[config.mk]
export PLATFORM = sky130hd
export DESIGN_NAME = tmrm_regbank
export DESIGN_NICKNAME = d
export VERILOG_FILES = /design/src/hdl/tmrm_pkg.sv /design/src/hdl/tmrm_if.sv /design/src/hdl/tmrm_result_store.sv /design/src/hdl/tmrm_regbank.sv
export VERILOG_INCLUDE_DIRS = /design/src /design/src/hdl
export SDC_FILE = /design/constraint.sdc
export NUM_CORES = 1
export LEC_CHECK = 0
export BUFFER_PORTS_ARGS = -buffer_cell sky130_fd_sc_hd__buf_2
export CAP_MARGIN = 20
export CORE_ASPECT_RATIO = 1.25
export CORE_MARGIN = 2
export CORE_UTILIZATION = 30
export CTS_CLUSTER_DIAMETER = 200
export DETAILED_ROUTE_END_ITERATION = 8
export PLACE_DENSITY = 0.49
export SYNTH_ARGS = -nofsm -noshare
export SYNTH_HDL_FRONTEND = slang
export SYNTH_HIERARCHICAL = 1
export SYNTH_SLANG_ARGS = --single-unit
export TNS_END_PERCENT = 30
[constraint.sdc]
create_clock -name sys_clk -period 12.3 [get_ports sys_clk]
set_input_delay 0.615 -clock sys_clk [delete_from_list [all_inputs] [get_ports sys_clk]]
set_output_delay 0.615 -clock sys_clk [all_outputs]
set_load 0.005 [all_outputs]
[src/hdl/tmrm_params.svh]
// Constants of the temperature monitor register bank
`ifndef TMRM_PARAMS_SVH
`define TMRM_PARAMS_SVH

// ==================================================
// Pointer values
`define TMRM_PTR_LOC_HI 8'h00
`define TMRM_PTR_REM_HI 8'h01
`define TMRM_PTR_STATUS 8'h02
`define TMRM_PTR_REM_LO 8'h10
`define TMRM_PTR_LOC_LO 8'h15
`define TMRM_PTR_SOFT_RST 8'hfc
`define TMRM_PTR_MAKER 8'hfe
`define TMRM_PTR_PART 8'hff

// ==================================================
// Read/write slot tables, slot 0 in the low byte
`define TMRM_NSLOT 24
`define TMRM_RD_PTRS {8'h37, 8'h36, 8'h35, 8'h34, 8'h33, 8'h32, 8'h31, 8'h30, 8'h22, 8'h21, 8'h20, 8'h1a, \
  8'h19, 8'h18, 8'h17, 8'h16, 8'h14, 8'h13, 8'h08, 8'h07, 8'h06, 8'h05, 8'h04, 8'h03}
`define TMRM_WR_PTRS {8'h37, 8'h36, 8'h35, 8'h34, 8'h33, 8'h32, 8'h31, 8'h30, 8'h22, 8'h21, 8'h20, 8'h1a, \
  8'h19, 8'h18, 8'h17, 8'h16, 8'h14, 8'h13, 8'h0e, 8'h0d, 8'h0c, 8'h0b, 8'h0a, 8'h09}
`define TMRM_RW_RESET {8'h00, 8'h00, 8'hf0, 8'hff, 8'h00, 8'h00, 8'hf0, 8'hff, 8'h80, 8'h0a, 8'h55, 8'h1c, \
  8'h55, 8'h00, 8'h00, 8'h00, 8'h00, 8'h00, 8'h00, 8'h55, 8'h00, 8'h55, 8'h08, 8'h00}
`define TMRM_RW_MASK {8'hf0, 8'hff, 8'hf0, 8'hff, 8'hf0, 8'hff, 8'hf0, 8'hff, 8'h8e, 8'hff, 8'hff, 8'h03, \
  8'hff, 8'hff, 8'hf0, 8'hf0, 8'hf0, 8'hf0, 8'hff, 8'hff, 8'hff, 8'hff, 8'h0f, 8'he4}

// ==================================================
// Slot numbers used by name
`define TMRM_SLOT_SETUP 5'd0
`define TMRM_SLOT_RATE 5'd1
`define TMRM_SLOT_LUH 5'd2
`define TMRM_SLOT_LLH 5'd3
`define TMRM_SLOT_RUH 5'd4
`define TMRM_SLOT_RLH 5'd5
`define TMRM_SLOT_RUL 5'd6
`define TMRM_SLOT_RLL 5'd7
`define TMRM_SLOT_LUL 5'd8
`define TMRM_SLOT_LLL 5'd9
`define TMRM_SLOT_CORR 5'd10
`define TMRM_SLOT_PREC 5'd12
`define TMRM_SLOT_LMIN 5'd16
`define TMRM_SLOT_LMAX 5'd18
`define TMRM_SLOT_RMIN 5'd20
`define TMRM_SLOT_RMAX 5'd22

// ==================================================
// Result layout
`define TMRM_RES_W 12
`define TMRM_FRAC_W 4
`define TMRM_MIN_HI_RST 8'hff
`define TMRM_MIN_LO_RST 8'hf0

`endif

[src/hdl/tmrm_pkg.sv]
// Types of the temperature monitor register bank
package tmrm_pkg;
  `include "tmrm_params.svh"

  typedef enum logic [1:0] {
    PH_IDLE = 2'b00,
    PH_WRITE = 2'b01,
    PH_READ = 2'b10
  } tmrm_phase_t;

  typedef struct packed {
    tmrm_phase_t phase;
    logic [1:0] idx;
    logic [7:0] ptr;
    logic [`TMRM_NSLOT-1:0][7:0] rw;
    logic [7:0] rd_data;
    logic rd_valid;
  } tmrm_state_t;

  typedef struct packed {
    logic [`TMRM_RES_W-1:0] loc;
    logic [`TMRM_RES_W-1:0] rem;
    logic [`TMRM_FRAC_W-1:0] shadow;
    logic sh_valid;
    logic sh_remote;
  } tmrm_store_t;
endpackage

[src/hdl/tmrm_if.sv]
// Link between the register bank and its result store
`timescale 1ns/1ps
interface tmrm_if;
  logic cap_loc;
  logic cap_rem;
  logic release_sh;
  logic soft_clear;
  logic loc_done;
  logic rem_done;
  logic [11:0] loc_data;
  logic [11:0] rem_data;
  logic [7:0] loc_hi;
  logic [7:0] loc_lo;
  logic [7:0] rem_hi;
  logic [7:0] rem_lo;
  logic [11:0] loc_now;
  logic [11:0] rem_now;

  modport ctl (output cap_loc, cap_rem, release_sh, soft_clear, loc_done, rem_done, loc_data, rem_data,
    input loc_hi, loc_lo, rem_hi, rem_lo, loc_now, rem_now);
  modport store (input cap_loc, cap_rem, release_sh, soft_clear, loc_done, rem_done, loc_data, rem_data,
    output loc_hi, loc_lo, rem_hi, rem_lo, loc_now, rem_now);
endinterface

[src/hdl/tmrm_result_store.sv]
// Result registers with the low-byte coherence latch
`timescale 1ns/1ps
module tmrm_result_store
  import tmrm_pkg::*;
(
  // Clock and reset
  input wire logic sys_clk,
  input wire logic reset,
  // Bank side
  tmrm_if.store lnk
);
  tmrm_store_t s_reg;
  tmrm_store_t s_next;

  // ==================================================
  // Next state
  always_comb begin
    s_next = s_reg;
    if (lnk.cap_loc) begin
      s_next.shadow = s_reg.loc[3:0];
      s_next.sh_valid = 1'b1;
      s_next.sh_remote = 1'b0;
    end else if (lnk.cap_rem) begin
      s_next.shadow = s_reg.rem[3:0];
      s_next.sh_valid = 1'b1;
      s_next.sh_remote = 1'b1;
    end else if (lnk.release_sh) begin
      s_next.sh_valid = 1'b0;
    end
    if (lnk.loc_done) begin
      s_next.loc = lnk.loc_data;
    end
    if (lnk.rem_done) begin
      s_next.rem = lnk.rem_data;
    end
    if (lnk.soft_clear) begin
      s_next = '0;
    end
  end

  always_ff @(posedge sys_clk or posedge reset) begin
    if (reset) begin
      s_reg <= '0;
    end else begin
      s_reg <= s_next;
    end
  end

  // ==================================================
  // Views, fraction in the top nibble
  assign lnk.loc_hi = s_reg.loc[11:4];
  assign lnk.rem_hi = s_reg.rem[11:4];
  assign lnk.loc_lo = {(s_reg.sh_valid && !s_reg.sh_remote) ? s_reg.shadow : s_reg.loc[3:0], 4'h0};
  assign lnk.rem_lo = {(s_reg.sh_valid && s_reg.sh_remote) ? s_reg.shadow : s_reg.rem[3:0], 4'h0};
  assign lnk.loc_now = s_reg.loc;
  assign lnk.rem_now = s_reg.rem;
endmodule // tmrm_result_store

[src/hdl/tmrm_regbank.sv]
// Pointer-addressed register bank of the temperature monitor
`timescale 1ns/1ps
module tmrm_regbank
  import tmrm_pkg::*;
#(
  parameter logic [7:0] MAKER_CODE = 8'h5a, // Arbitrary value
  parameter logic [7:0] PART_CODE = 8'h3c // Arbitrary value
) (
  // Clock and reset
  input wire logic sys_clk,
  input wire logic reset,
  // Byte-level host port
  input wire logic bus_start,
  input wire logic bus_read,
  input wire logic bus_stop,
  input wire logic bus_wr_valid,
  input wire logic [7:0] bus_wr_byte,
  input wire logic bus_rd_req,
  output logic [7:0] bus_rd_byte,
  output logic bus_rd_valid,
  // Converter results
  input wire logic loc_done,
  input wire logic [11:0] loc_data,
  input wire logic rem_done,
  input wire logic [11:0] rem_data,
  input wire logic [7:0] status_flags,
  // Settings for the measurement core
  output logic [7:0] setup_out,
  output logic [7:0] rate_out,
  output logic [7:0] precision_out,
  output logic [7:0] correction_out
);
  localparam logic [`TMRM_NSLOT*8-1:0] RD_PTRS = `TMRM_RD_PTRS;
  localparam logic [`TMRM_NSLOT*8-1:0] WR_PTRS = `TMRM_WR_PTRS;
  localparam logic [`TMRM_NSLOT*8-1:0] RW_RESET = `TMRM_RW_RESET;
  localparam logic [`TMRM_NSLOT*8-1:0] RW_MASK = `TMRM_RW_MASK;

  tmrm_state_t s_reg;
  tmrm_state_t s_next;
  tmrm_if lnk ();

  // ==================================================
  // Decoding helpers
  // Slot lookup in a pointer table; bit 5 flags a hit
  function automatic logic [5:0] find_slot(input logic [`TMRM_NSLOT*8-1:0] tbl, input logic [7:0] p);
    logic [5:0] r;
    r = 6'h00;
    for (int i = 0; i < `TMRM_NSLOT; i++) begin
      if (tbl[i*8 +: 8] == p) begin
        r = {1'b1, 5'(i)};
      end
    end
    return r;
  endfunction

  // Low-byte partner of a limit high-byte slot; bit 5 flags one exists
  function automatic logic [5:0] partner(input logic [4:0] slot);
    case (slot)
      `TMRM_SLOT_LUH: partner = {1'b1, `TMRM_SLOT_LUL};
      `TMRM_SLOT_LLH: partner = {1'b1, `TMRM_SLOT_LLL};
      `TMRM_SLOT_RUH: partner = {1'b1, `TMRM_SLOT_RUL};
      `TMRM_SLOT_RLH: partner = {1'b1, `TMRM_SLOT_RLL};
      default: partner = 6'h00;
    endcase
  endfunction

  function automatic tmrm_state_t reset_state();
    tmrm_state_t r;
    r = '0;
    r.phase = PH_IDLE;
    r.rw = RW_RESET;
    return r;
  endfunction

  // Current-pointer read; the bus only reads these results, and only a software reset write or the reset input clears them
  function automatic logic [7:0] read_byte(input tmrm_state_t st, input logic [7:0] p, input logic second);
    logic [5:0] hit;
    logic [5:0] lo;
    hit = find_slot(RD_PTRS, p);
    lo = partner(hit[4:0]);
    read_byte = 8'h00;
    // second byte of a result or limit pair
    if (second && p == `TMRM_PTR_LOC_HI) begin
      read_byte = lnk.loc_lo;
    end else if (second && p == `TMRM_PTR_REM_HI) begin
      read_byte = lnk.rem_lo;
    end else if (second && hit[5] && lo[5]) begin
      read_byte = st.rw[lo[4:0]];
    end else begin
      case (p)
        `TMRM_PTR_LOC_HI: read_byte = lnk.loc_hi;
        `TMRM_PTR_LOC_LO: read_byte = lnk.loc_lo;
        `TMRM_PTR_REM_HI: read_byte = lnk.rem_hi;
        `TMRM_PTR_REM_LO: read_byte = lnk.rem_lo;
        `TMRM_PTR_STATUS: read_byte = status_flags;
        `TMRM_PTR_MAKER: read_byte = MAKER_CODE;
        `TMRM_PTR_PART: read_byte = PART_CODE;
        default: begin
          // shared pointers resolve through the read table
          if (hit[5]) begin
            read_byte = st.rw[hit[4:0]];
          end
        end
      endcase
    end
  endfunction

  // ==================================================
  // Tracker update from a fresh conversion
  function automatic logic [15:0] track(input logic [15:0] cur, input logic [11:0] val, input logic want_min);
    logic [11:0] held;
    held = {cur[15:8], cur[7:4]};
    track = cur;
    if (want_min ? (val < held) : (val > held)) begin
      track = {val[11:4], val[3:0], 4'h0};
    end
  endfunction

  // ==================================================
  // Next state
  logic rd_fire;
  logic wr_fire;
  logic [5:0] wr_hit;
  logic [5:0] wr_lo;
  logic [7:0] rd_ptr_now;
  logic rd_second;
  logic soft_rst;

  always_comb begin
    rd_fire = bus_rd_req && s_reg.phase == PH_READ;
    wr_fire = bus_wr_valid && s_reg.phase == PH_WRITE;
    wr_hit = find_slot(WR_PTRS, s_reg.ptr);
    wr_lo = partner(wr_hit[4:0]);
    rd_second = s_reg.idx != 2'd0;
    rd_ptr_now = s_reg.ptr;
    soft_rst = 1'b0;
    s_next = s_reg;
    s_next.rd_valid = 1'b0;

    if (loc_done) begin
      {s_next.rw[`TMRM_SLOT_LMIN], s_next.rw[`TMRM_SLOT_LMIN + 5'd1]} =
        track({s_reg.rw[`TMRM_SLOT_LMIN], s_reg.rw[`TMRM_SLOT_LMIN + 5'd1]}, loc_data, 1'b1);
      {s_next.rw[`TMRM_SLOT_LMAX], s_next.rw[`TMRM_SLOT_LMAX + 5'd1]} =
        track({s_reg.rw[`TMRM_SLOT_LMAX], s_reg.rw[`TMRM_SLOT_LMAX + 5'd1]}, loc_data, 1'b0);
    end
    if (rem_done) begin
      {s_next.rw[`TMRM_SLOT_RMIN], s_next.rw[`TMRM_SLOT_RMIN + 5'd1]} =
        track({s_reg.rw[`TMRM_SLOT_RMIN], s_reg.rw[`TMRM_SLOT_RMIN + 5'd1]}, rem_data, 1'b1);
      {s_next.rw[`TMRM_SLOT_RMAX], s_next.rw[`TMRM_SLOT_RMAX + 5'd1]} =
        track({s_reg.rw[`TMRM_SLOT_RMAX], s_reg.rw[`TMRM_SLOT_RMAX + 5'd1]}, rem_data, 1'b0);
    end

    case (s_reg.phase)
      PH_WRITE: begin
        if (wr_fire) begin
          s_next.idx = (s_reg.idx == 2'd3) ? 2'd3 : s_reg.idx + 2'd1;
          if (s_reg.idx == 2'd0) begin
            s_next.ptr = bus_wr_byte;
          end else if (s_reg.idx == 2'd1) begin
            if (s_reg.ptr == `TMRM_PTR_SOFT_RST) begin
              soft_rst = 1'b1;
            end else if (wr_hit[5]) begin
              s_next.rw[wr_hit[4:0]] = (s_reg.rw[wr_hit[4:0]] & ~RW_MASK[wr_hit[4:0]*8 +: 8]) |
                (bus_wr_byte & RW_MASK[wr_hit[4:0]*8 +: 8]);
            end
          end else if (s_reg.idx == 2'd2 && wr_hit[5] && wr_lo[5]) begin
            // Two-byte limit write, high byte first
            s_next.rw[wr_lo[4:0]] = bus_wr_byte & RW_MASK[wr_lo[4:0]*8 +: 8];
          end
        end
      end
      PH_READ: begin
        if (rd_fire) begin
          s_next.idx = (s_reg.idx == 2'd3) ? 2'd3 : s_reg.idx + 2'd1;
          s_next.rd_data = read_byte(s_reg, rd_ptr_now, rd_second);
          s_next.rd_valid = 1'b1;
        end
      end
      PH_IDLE: begin
        s_next.idx = 2'd0;
      end
      default: begin
        s_next.phase = PH_IDLE;
      end
    endcase

    // A new start overrides a missing stop
    if (bus_start) begin
      s_next.phase = bus_read ? PH_READ : PH_WRITE;
      s_next.idx = 2'd0;
    end else if (bus_stop) begin
      s_next.phase = PH_IDLE;
      s_next.idx = 2'd0;
    end

    if (soft_rst) begin
      s_next = reset_state();
      s_next.phase = s_reg.phase;
      s_next.idx = s_next.phase == PH_IDLE ? 2'd0 : 2'd3;
      s_next.ptr = s_reg.ptr;
    end
  end

  always_ff @(posedge sys_clk or posedge reset) begin
    if (reset) begin
      s_reg <= reset_state();
    end else begin
      s_reg <= s_next;
    end
  end

  // ==================================================
  // Result store hookup
  // high-byte read at the pointer latches
  assign lnk.cap_loc = rd_fire && !rd_second && s_reg.ptr == `TMRM_PTR_LOC_HI;
  assign lnk.cap_rem = rd_fire && !rd_second && s_reg.ptr == `TMRM_PTR_REM_HI;
  // every other read, low ones included, ends the hold
  assign lnk.release_sh = rd_fire && !lnk.cap_loc && !lnk.cap_rem;
  assign lnk.soft_clear = soft_rst;
  // results come from the converter only
  assign lnk.loc_done = loc_done;
  assign lnk.rem_done = rem_done;
  assign lnk.loc_data = loc_data;
  assign lnk.rem_data = rem_data;

  tmrm_result_store u_store (
    .sys_clk(sys_clk),
    .reset(reset),
    .lnk(lnk.store)
  );

  // ==================================================
  // Outputs, all from state flops
  assign bus_rd_byte = s_reg.rd_data;
  assign bus_rd_valid = s_reg.rd_valid;
  assign setup_out = s_reg.rw[`TMRM_SLOT_SETUP];
  assign rate_out = s_reg.rw[`TMRM_SLOT_RATE];
  assign precision_out = s_reg.rw[`TMRM_SLOT_PREC];
  assign correction_out = s_reg.rw[`TMRM_SLOT_CORR];
endmodule // tmrm_regbank

==> results of run 1 <==
-- cell type report --
class,count,area share (%)
Clock buffer,43,4.54
Clock inverter,11,0.816
Inverter,71,1.52
Multi-Input combinational cell,1396,50.5
Sequential cell,243,33.7
Tap cell,735,5.04
Timing Repair Buffer,124,3.88
-- critical path, stage by stage, from the launching register on --
cell	delay, ns
dfrtp_1	0.95
inv_1	0.28
a221oi_1	0.41
or3_4	0.39
nand2_4	0.38
inv_2	0.49
ha_1	0.73
mux2i_1	0.26
a211o_1	0.41
and2_1	0.28
a21oi_4	0.67
a211oi_1	0.17
-- per-layer routing --
metal	GRT usage [%]	vias to the layer above	routed length (µm)
met2	41.5	581	34200
met1	29.8	7698	28700
li1	-	6793	-
met5	0	-	0
met4	13.5	0	4260
met3	3.26	168	3980
-- report_power, final --
| part | switching [µW] | internal [µW] | leakage (µW) | total [µW] |
|---|---|---|---|---|
| Clock | 370 | 529 | 0.000484 | 900 |
| Combinational | 887 | 463 | 0.00422 | 1350 |
| Sequential | 113 | 944 | 0.00310 | 1060 |
| Total | 1370 | 1940 | 0.00780 | 3310 |
-- through the flow --
stage | power, µW | util, % | instance area, µm² | setup WS (ns) | hold slack (ns)
after CTS | 3310 | 33.2 | 18200 | 6.74 | 0.150
after floorplan | 1960 | - | 16700 | 5.94 | 0.444
final | 3310 | 33.2 | 18200 | 6.65 | 0.127
after global routing | 3470 | 33.2 | 18200 | 6.31 | 0.200
after detailed placement | 2400 | 31.4 | 17300 | 6.74 | 0.465
after global placement | 2380 | 31.4 | 17300 | 6.91 | 0.457
-- final timing paths --
| check | startpoint | to | cells past startpoint |
|---|---|---|---|
| max in group asynchronous | reset | s_reg[135] | 4 |
| setup / recovery | rd_ptr_now[1] | s_reg[188] | 11 |
| min in group sys_clk | bus_read | s_reg[212] | 3 |
| setup reg to reg | rd_ptr_now[1] | s_reg[188] | 11 |
| hold / removal | reset | bus_rd_byte[7] | 2 |
| hold reg to reg | s_reg[126] | s_reg[126] | 2 |
==> results.txt, run 1 <==
Num CTS Buffers - 29
commonest non-fill, non-tap cell in the layout - nand2_1
Initial DRC Count - 1478
CP required - 12.73 ns
initial antenna violation count - 0
final period utilization - 45.9%
die width - 215 µm
die height - 267 µm
global-route wire length before repair - 104 mm
register area - 0.00614 mm²
setup TNS - 0 ns
fin cells - 2623
Post-Syn Area per Cell - 8.82 µm²
Root Driver - clkbuf_16
Yosys warnings - 6
CTS tree - built
drt drc - 0
drt via density - 5.81
area of the multi-input gates - 0.00922 mm²
Rows - 96
Clock Tree Buf Depth - 3
num ports - 90
clock insertion delay at the later pin of the skew report - 0.61 ns
RSZ-0062 raised after global routing - no
max FFs per register - 164
final hold violation count - 0
drt first pass iters - 6
CTS resizes - 0
most frequent cells in the layout - 227 x nand2_1, 196 x dfrtp_1, 123 x mux2i_1
Max Freq - 177 MHz
Worst VDD drop - 103 µV
final wirelength - 71.2 mm
pwr/cell area - 181 mW/mm²
total core area - 0.0549 mm²
n_diodes - 0
Hold WC Path Type - in2async
number of global-route vias before repair - 15040
Max FO, Critical Path - 34
MaxCap Viol Count - 0
Mapped Cells - 1887
die area - 0.0574 mm²
setup violators final - 0
layout cells sized above 1 - 17.1%
cts hold-fix bufs - 0
Post-CTS Setup Inserts - 0
Worst EP arrival - 6.08 ns
worst setup path class - reg2reg
Nets - 1964
flop2flop setup slack - 6.65 ns
outcome - finished, final reports clean
Final min period - 5.65 ns
Slew Limit Headroom - 19.9%
placed cell count - 2568
largest net degree at the start of global routing - 98
H-Tree Depth - 1
Initial Util - 30.3%
wire per inst - 27.1 µm
Final HPWL DP - 52.4 mm
final slew viol count - 0
Leak - 0.00780 µW
Worst Tran Pin Value - 1.20 ns
Crit. End Element - flip-flop
fillers - 5796
clk sinks - 243
Worst Skew - 0.0163 ns
type of origin of the critical path - flip-flop
clock-pin slew on the worst setup and hold paths - 0.06 ns
placer's final routability congestion estimate - 0.964
total gr overflow - 0
Port Buf Inserts - 89
Post-Synthesis Cell Area - 0.0166 mm²
post-route ant nets - 0
Global Route Usage Sum - 24.4%
vias - 15240
Area Overhead vs Synth - 9.58%
No activity file was read; power rests on OpenSTA's default activity.
==> run 2: changes to the inputs <==
--- a/config.mk
+++ b/config.mk
@@ -13,7 +13,7 @@
 export CORE_UTILIZATION = 30
 export CTS_CLUSTER_DIAMETER = 200
 export DETAILED_ROUTE_END_ITERATION = 8
-export PLACE_DENSITY = 0.49
+export PLACE_DENSITY = 0.51
 export SYNTH_ARGS = -nofsm -noshare
 export SYNTH_HDL_FRONTEND = slang
 export SYNTH_HIERARCHICAL = 1
==> constraint.sdc (replaced) <==
create_clock -name sys_clk -period 4.9 [get_ports sys_clk]
set_input_delay 0.245 -clock sys_clk [delete_from_list [all_inputs] [get_ports sys_clk]]
set_output_delay 0.245 -clock sys_clk [all_outputs]
set_load 0.005 [all_outputs]
==> results.txt, run 2 (synthesis gave the netlist of run 1 again) <==
die width - 215 µm (unchanged)
clock-pin slew on the worst setup and hold paths - 0.06 ns (about the same)
final wirelength - 74.2 mm (was 71.2 mm)
Max Freq - 214 MHz (was 177 MHz)
most frequent cells in the layout - 227 x nand2_1, 196 x dfrtp_1, 123 x mux2i_1 (unchanged)
H-Tree Depth - 1 (unchanged)
Buf+Inv Stages, Crit Path - 1 (was 2)
pwr/cell area - 463 mW/mm² (was 181 mW/mm²)
vias - 15489 (was 15240)
Final HPWL DP - 55.0 mm (was 52.4 mm)
largest net degree at the start of global routing - 109 (was 98)
final hold slack - 0.0200 ns (was 0.127 ns)
placer's final routability congestion estimate - 0.992 (was 0.964)
commonest non-fill, non-tap cell in the layout - nand2_1 (unchanged)
Worst Tran Pin Value - 1.10 ns (was 1.20 ns)
Clock Power Share - 27.8% (was 27.2%)
num ports - 90 (unchanged)
Crit. End Element - flip-flop (unchanged)
cell mode on critical path - mux2i_1
number of global-route vias before repair - 15412 (was 15040)
RSZ-0062 raised after global routing - no (unchanged)
Area Overhead vs Synth - 12.8% (was 9.58%)
Worst EP arrival - 5.11 ns (was 6.08 ns)
Internal - 5100 µW (was 1940 µW)
area of the multi-input gates - 0.00922 mm² (about the same)
Initial Util - 30.3% (unchanged)
wire per inst - 27.7 µm (was 27.1 µm)
Worst Skew - 0.0378 ns (was 0.0163 ns)
die height - 267 µm (unchanged)
dpl cell area - 0.0176 mm² (was 0.0173 mm²)
Final Cell Area - 0.0188 mm² (was 0.0182 mm²)
drt first pass iters - 6 (unchanged)
Final min period - 4.68 ns (was 5.65 ns)
MaxCap Viol Count - 0 (unchanged)
drt drc - 0 (unchanged)
max FFs per register - 164 (unchanged)
Max FO, Critical Path - 26 (was 34)
Hold WC Path Type - in2reg (was in2async)
CP required - 5.33 ns (was 12.73 ns)
placed cell count - 2610 (was 2568)
fillers - 5828 (was 5796)
Worst VDD drop - 241 µV (was 103 µV)
post-route ant nets - 0 (unchanged)
Global Route Usage Sum - 25.4% (was 24.4%)
Initial DRC Count - 1391 (was 1478)
Clock Tree Buf Depth - 3 (unchanged)
Logic pwr share - 41.9% (was 40.8%)
CTS tree - built (unchanged)
crit-path cells - buf_4 > nor2b_1 > o21ai_0 > or2_2 > nand3_2 > mux2i_1 > mux2i_1 > o22ai_1 > a311oi_1 > o21ai_1 (was inv_1 > a221oi_1 > or3_4 > nand2_4 > inv_2 > ha_1 > mux2i_1 > a211o_1 > and2_1 > a21oi_4 > a211oi_1)
Nets - 2016 (was 1964)
initial antenna violation count - 2 (was 0)
n_diodes - 0 (unchanged)
clock insertion delay at the later pin of the skew report - 0.61 ns (about the same)
Slew Limit Headroom - 26.8% (was 19.9%)
type of origin of the critical path - flip-flop (unchanged)
switching share of power - 41.3% (was 41.5%)
final slew viol count - 0 (unchanged)
drt via density - 5.79 (was 5.81)
layout cells sized above 1 - 18.9% (was 17.1%)
max incr delay on CP - 0.72 ns (was 0.95 ns)
P_sw - 3590 µW (was 1370 µW)
Worst path slowest cell - dfrtp_1 (unchanged)
final core area utilization - 34.2% (was 33.2%)
global-route wire length before repair - 109 mm (was 104 mm)
final period utilization - 95.5% (was 45.9%)
outcome - finished, final reports clean (unchanged)
total gr overflow - 0 (unchanged)
Post-CTS Setup Inserts - 0 (unchanged)
fin cells - 2674 (was 2623)
total core area - 0.0549 mm² (unchanged)
Flop pwr share - 30.3% (was 32.0%)
Num CTS Buffers - 29 (unchanged)
clk sinks - 243 (unchanged)
die area - 0.0574 mm² (unchanged)
final hold violation count - 0 (unchanged)
worst setup path class - reg2reg (unchanged)
Root Driver - clkbuf_16 (unchanged)
Leak - 0.00809 µW (was 0.00780 µW)
CP delay by family, top - simple AND/OR/NAND/NOR gates (was compound AO/OA/AOI/OAI gates)
setup violators final - 0 (unchanged)
register area - 0.00614 mm² (unchanged)
Port Buf Inserts - 89 (unchanged)
Rows - 96 (unchanged)
overall power - 8690 µW (was 3310 µW)
## run 2: cell types whose count changed in the layout (fill, tap and decap cells not counted), moves of 2 or more
cell,previous run,this run
buf_4,34,71
buf_12,0,5
clkinv_2,6,4
dlygate4sd3_1,0,11
clkbuf_1,9,4
bufinv_16,3,5
clkinvlp_4,0,3
## run 2: worst register-to-register path, stage by stage, from the launching register on
cell	delay (ns)
dfrtp_1	0.72
buf_4	0.38
nor2b_1	0.60
o21ai_0	0.30
or2_2	0.44
nand3_2	0.43
mux2i_1	0.18
mux2i_1	0.42
o22ai_1	0.26
a311oi_1	0.63
o21ai_1	0.16
## run 2: per-layer routing
layer | part of all wire (%) | vias up | global-route usage (%)
met3 | 5.1 | 185 | 2.81
met1 | 41 | 7753 | 31.6
li1 | - | 6916 | -
met4 | 6.3 | 2 | 14.3
met2 | 48 | 633 | 43.1
met5 | 0.018 | - | 0
## run 2: layout make-up
| type | instances | area share (%) |
|---|---|---|
| multi-input combinational | 1396 | 49.1 |
| sequential | 243 | 32.7 |
| timing repair buffer | 176 | 6.33 |
| tap | 735 | 4.90 |
| clock buffer | 39 | 4.38 |
| inverter | 71 | 1.45 |
| clock inverter | 14 | 1.19 |
## run 2: final timing paths
path / slack, ns / cells after the start / from / end
max in group asynchronous: 3.66 / 4 / reset / s_reg[44]
max reg2reg: 0.22 / 10 / rd_ptr_now[0] / bus_rd_byte[6]
max: 0.22 / 10 / rd_ptr_now[0] / bus_rd_byte[6]
min reg2reg: 0.48 / 2 / s_reg[120] / s_reg[120]
min in group asynchronous: 0.17 / 3 / reset / rd_ptr_now[4]
min: 0.02 / 3 / loc_data[3] / u_store/lnk.loc_now[3]
## run 2: power groups by stage
| stage | combinational (µW) | sequential (µW) | clock, µW |
|---|---|---|---|
| final | 3640 | 2630 | 2420 |
| after floorplan | 2390 | 2530 | 0 |
| after detailed placement | 3570 | 2660 | 0 |
| after CTS | 3590 | 2630 | 2450 |
| after global routing | 3890 | 2670 | 2530 |
| after global placement | 3540 | 2660 | 0 |
## run 2: through the flow
stage               setup slack [ns]  setup TNS [ns]
floorplan                       1.17               0
global placement              -0.134          -0.134
detailed placement            -0.102          -0.102
CTS                            0.235               0
global route                  0.0357               0
finish                         0.222               0
## run 2: repair_timing
action	in CTS	in global routing
gates resized for setup	1	0
endpoints found under the hold margin	43	0
endpoints found under the setup margin	1	0
hold buffers	11	0
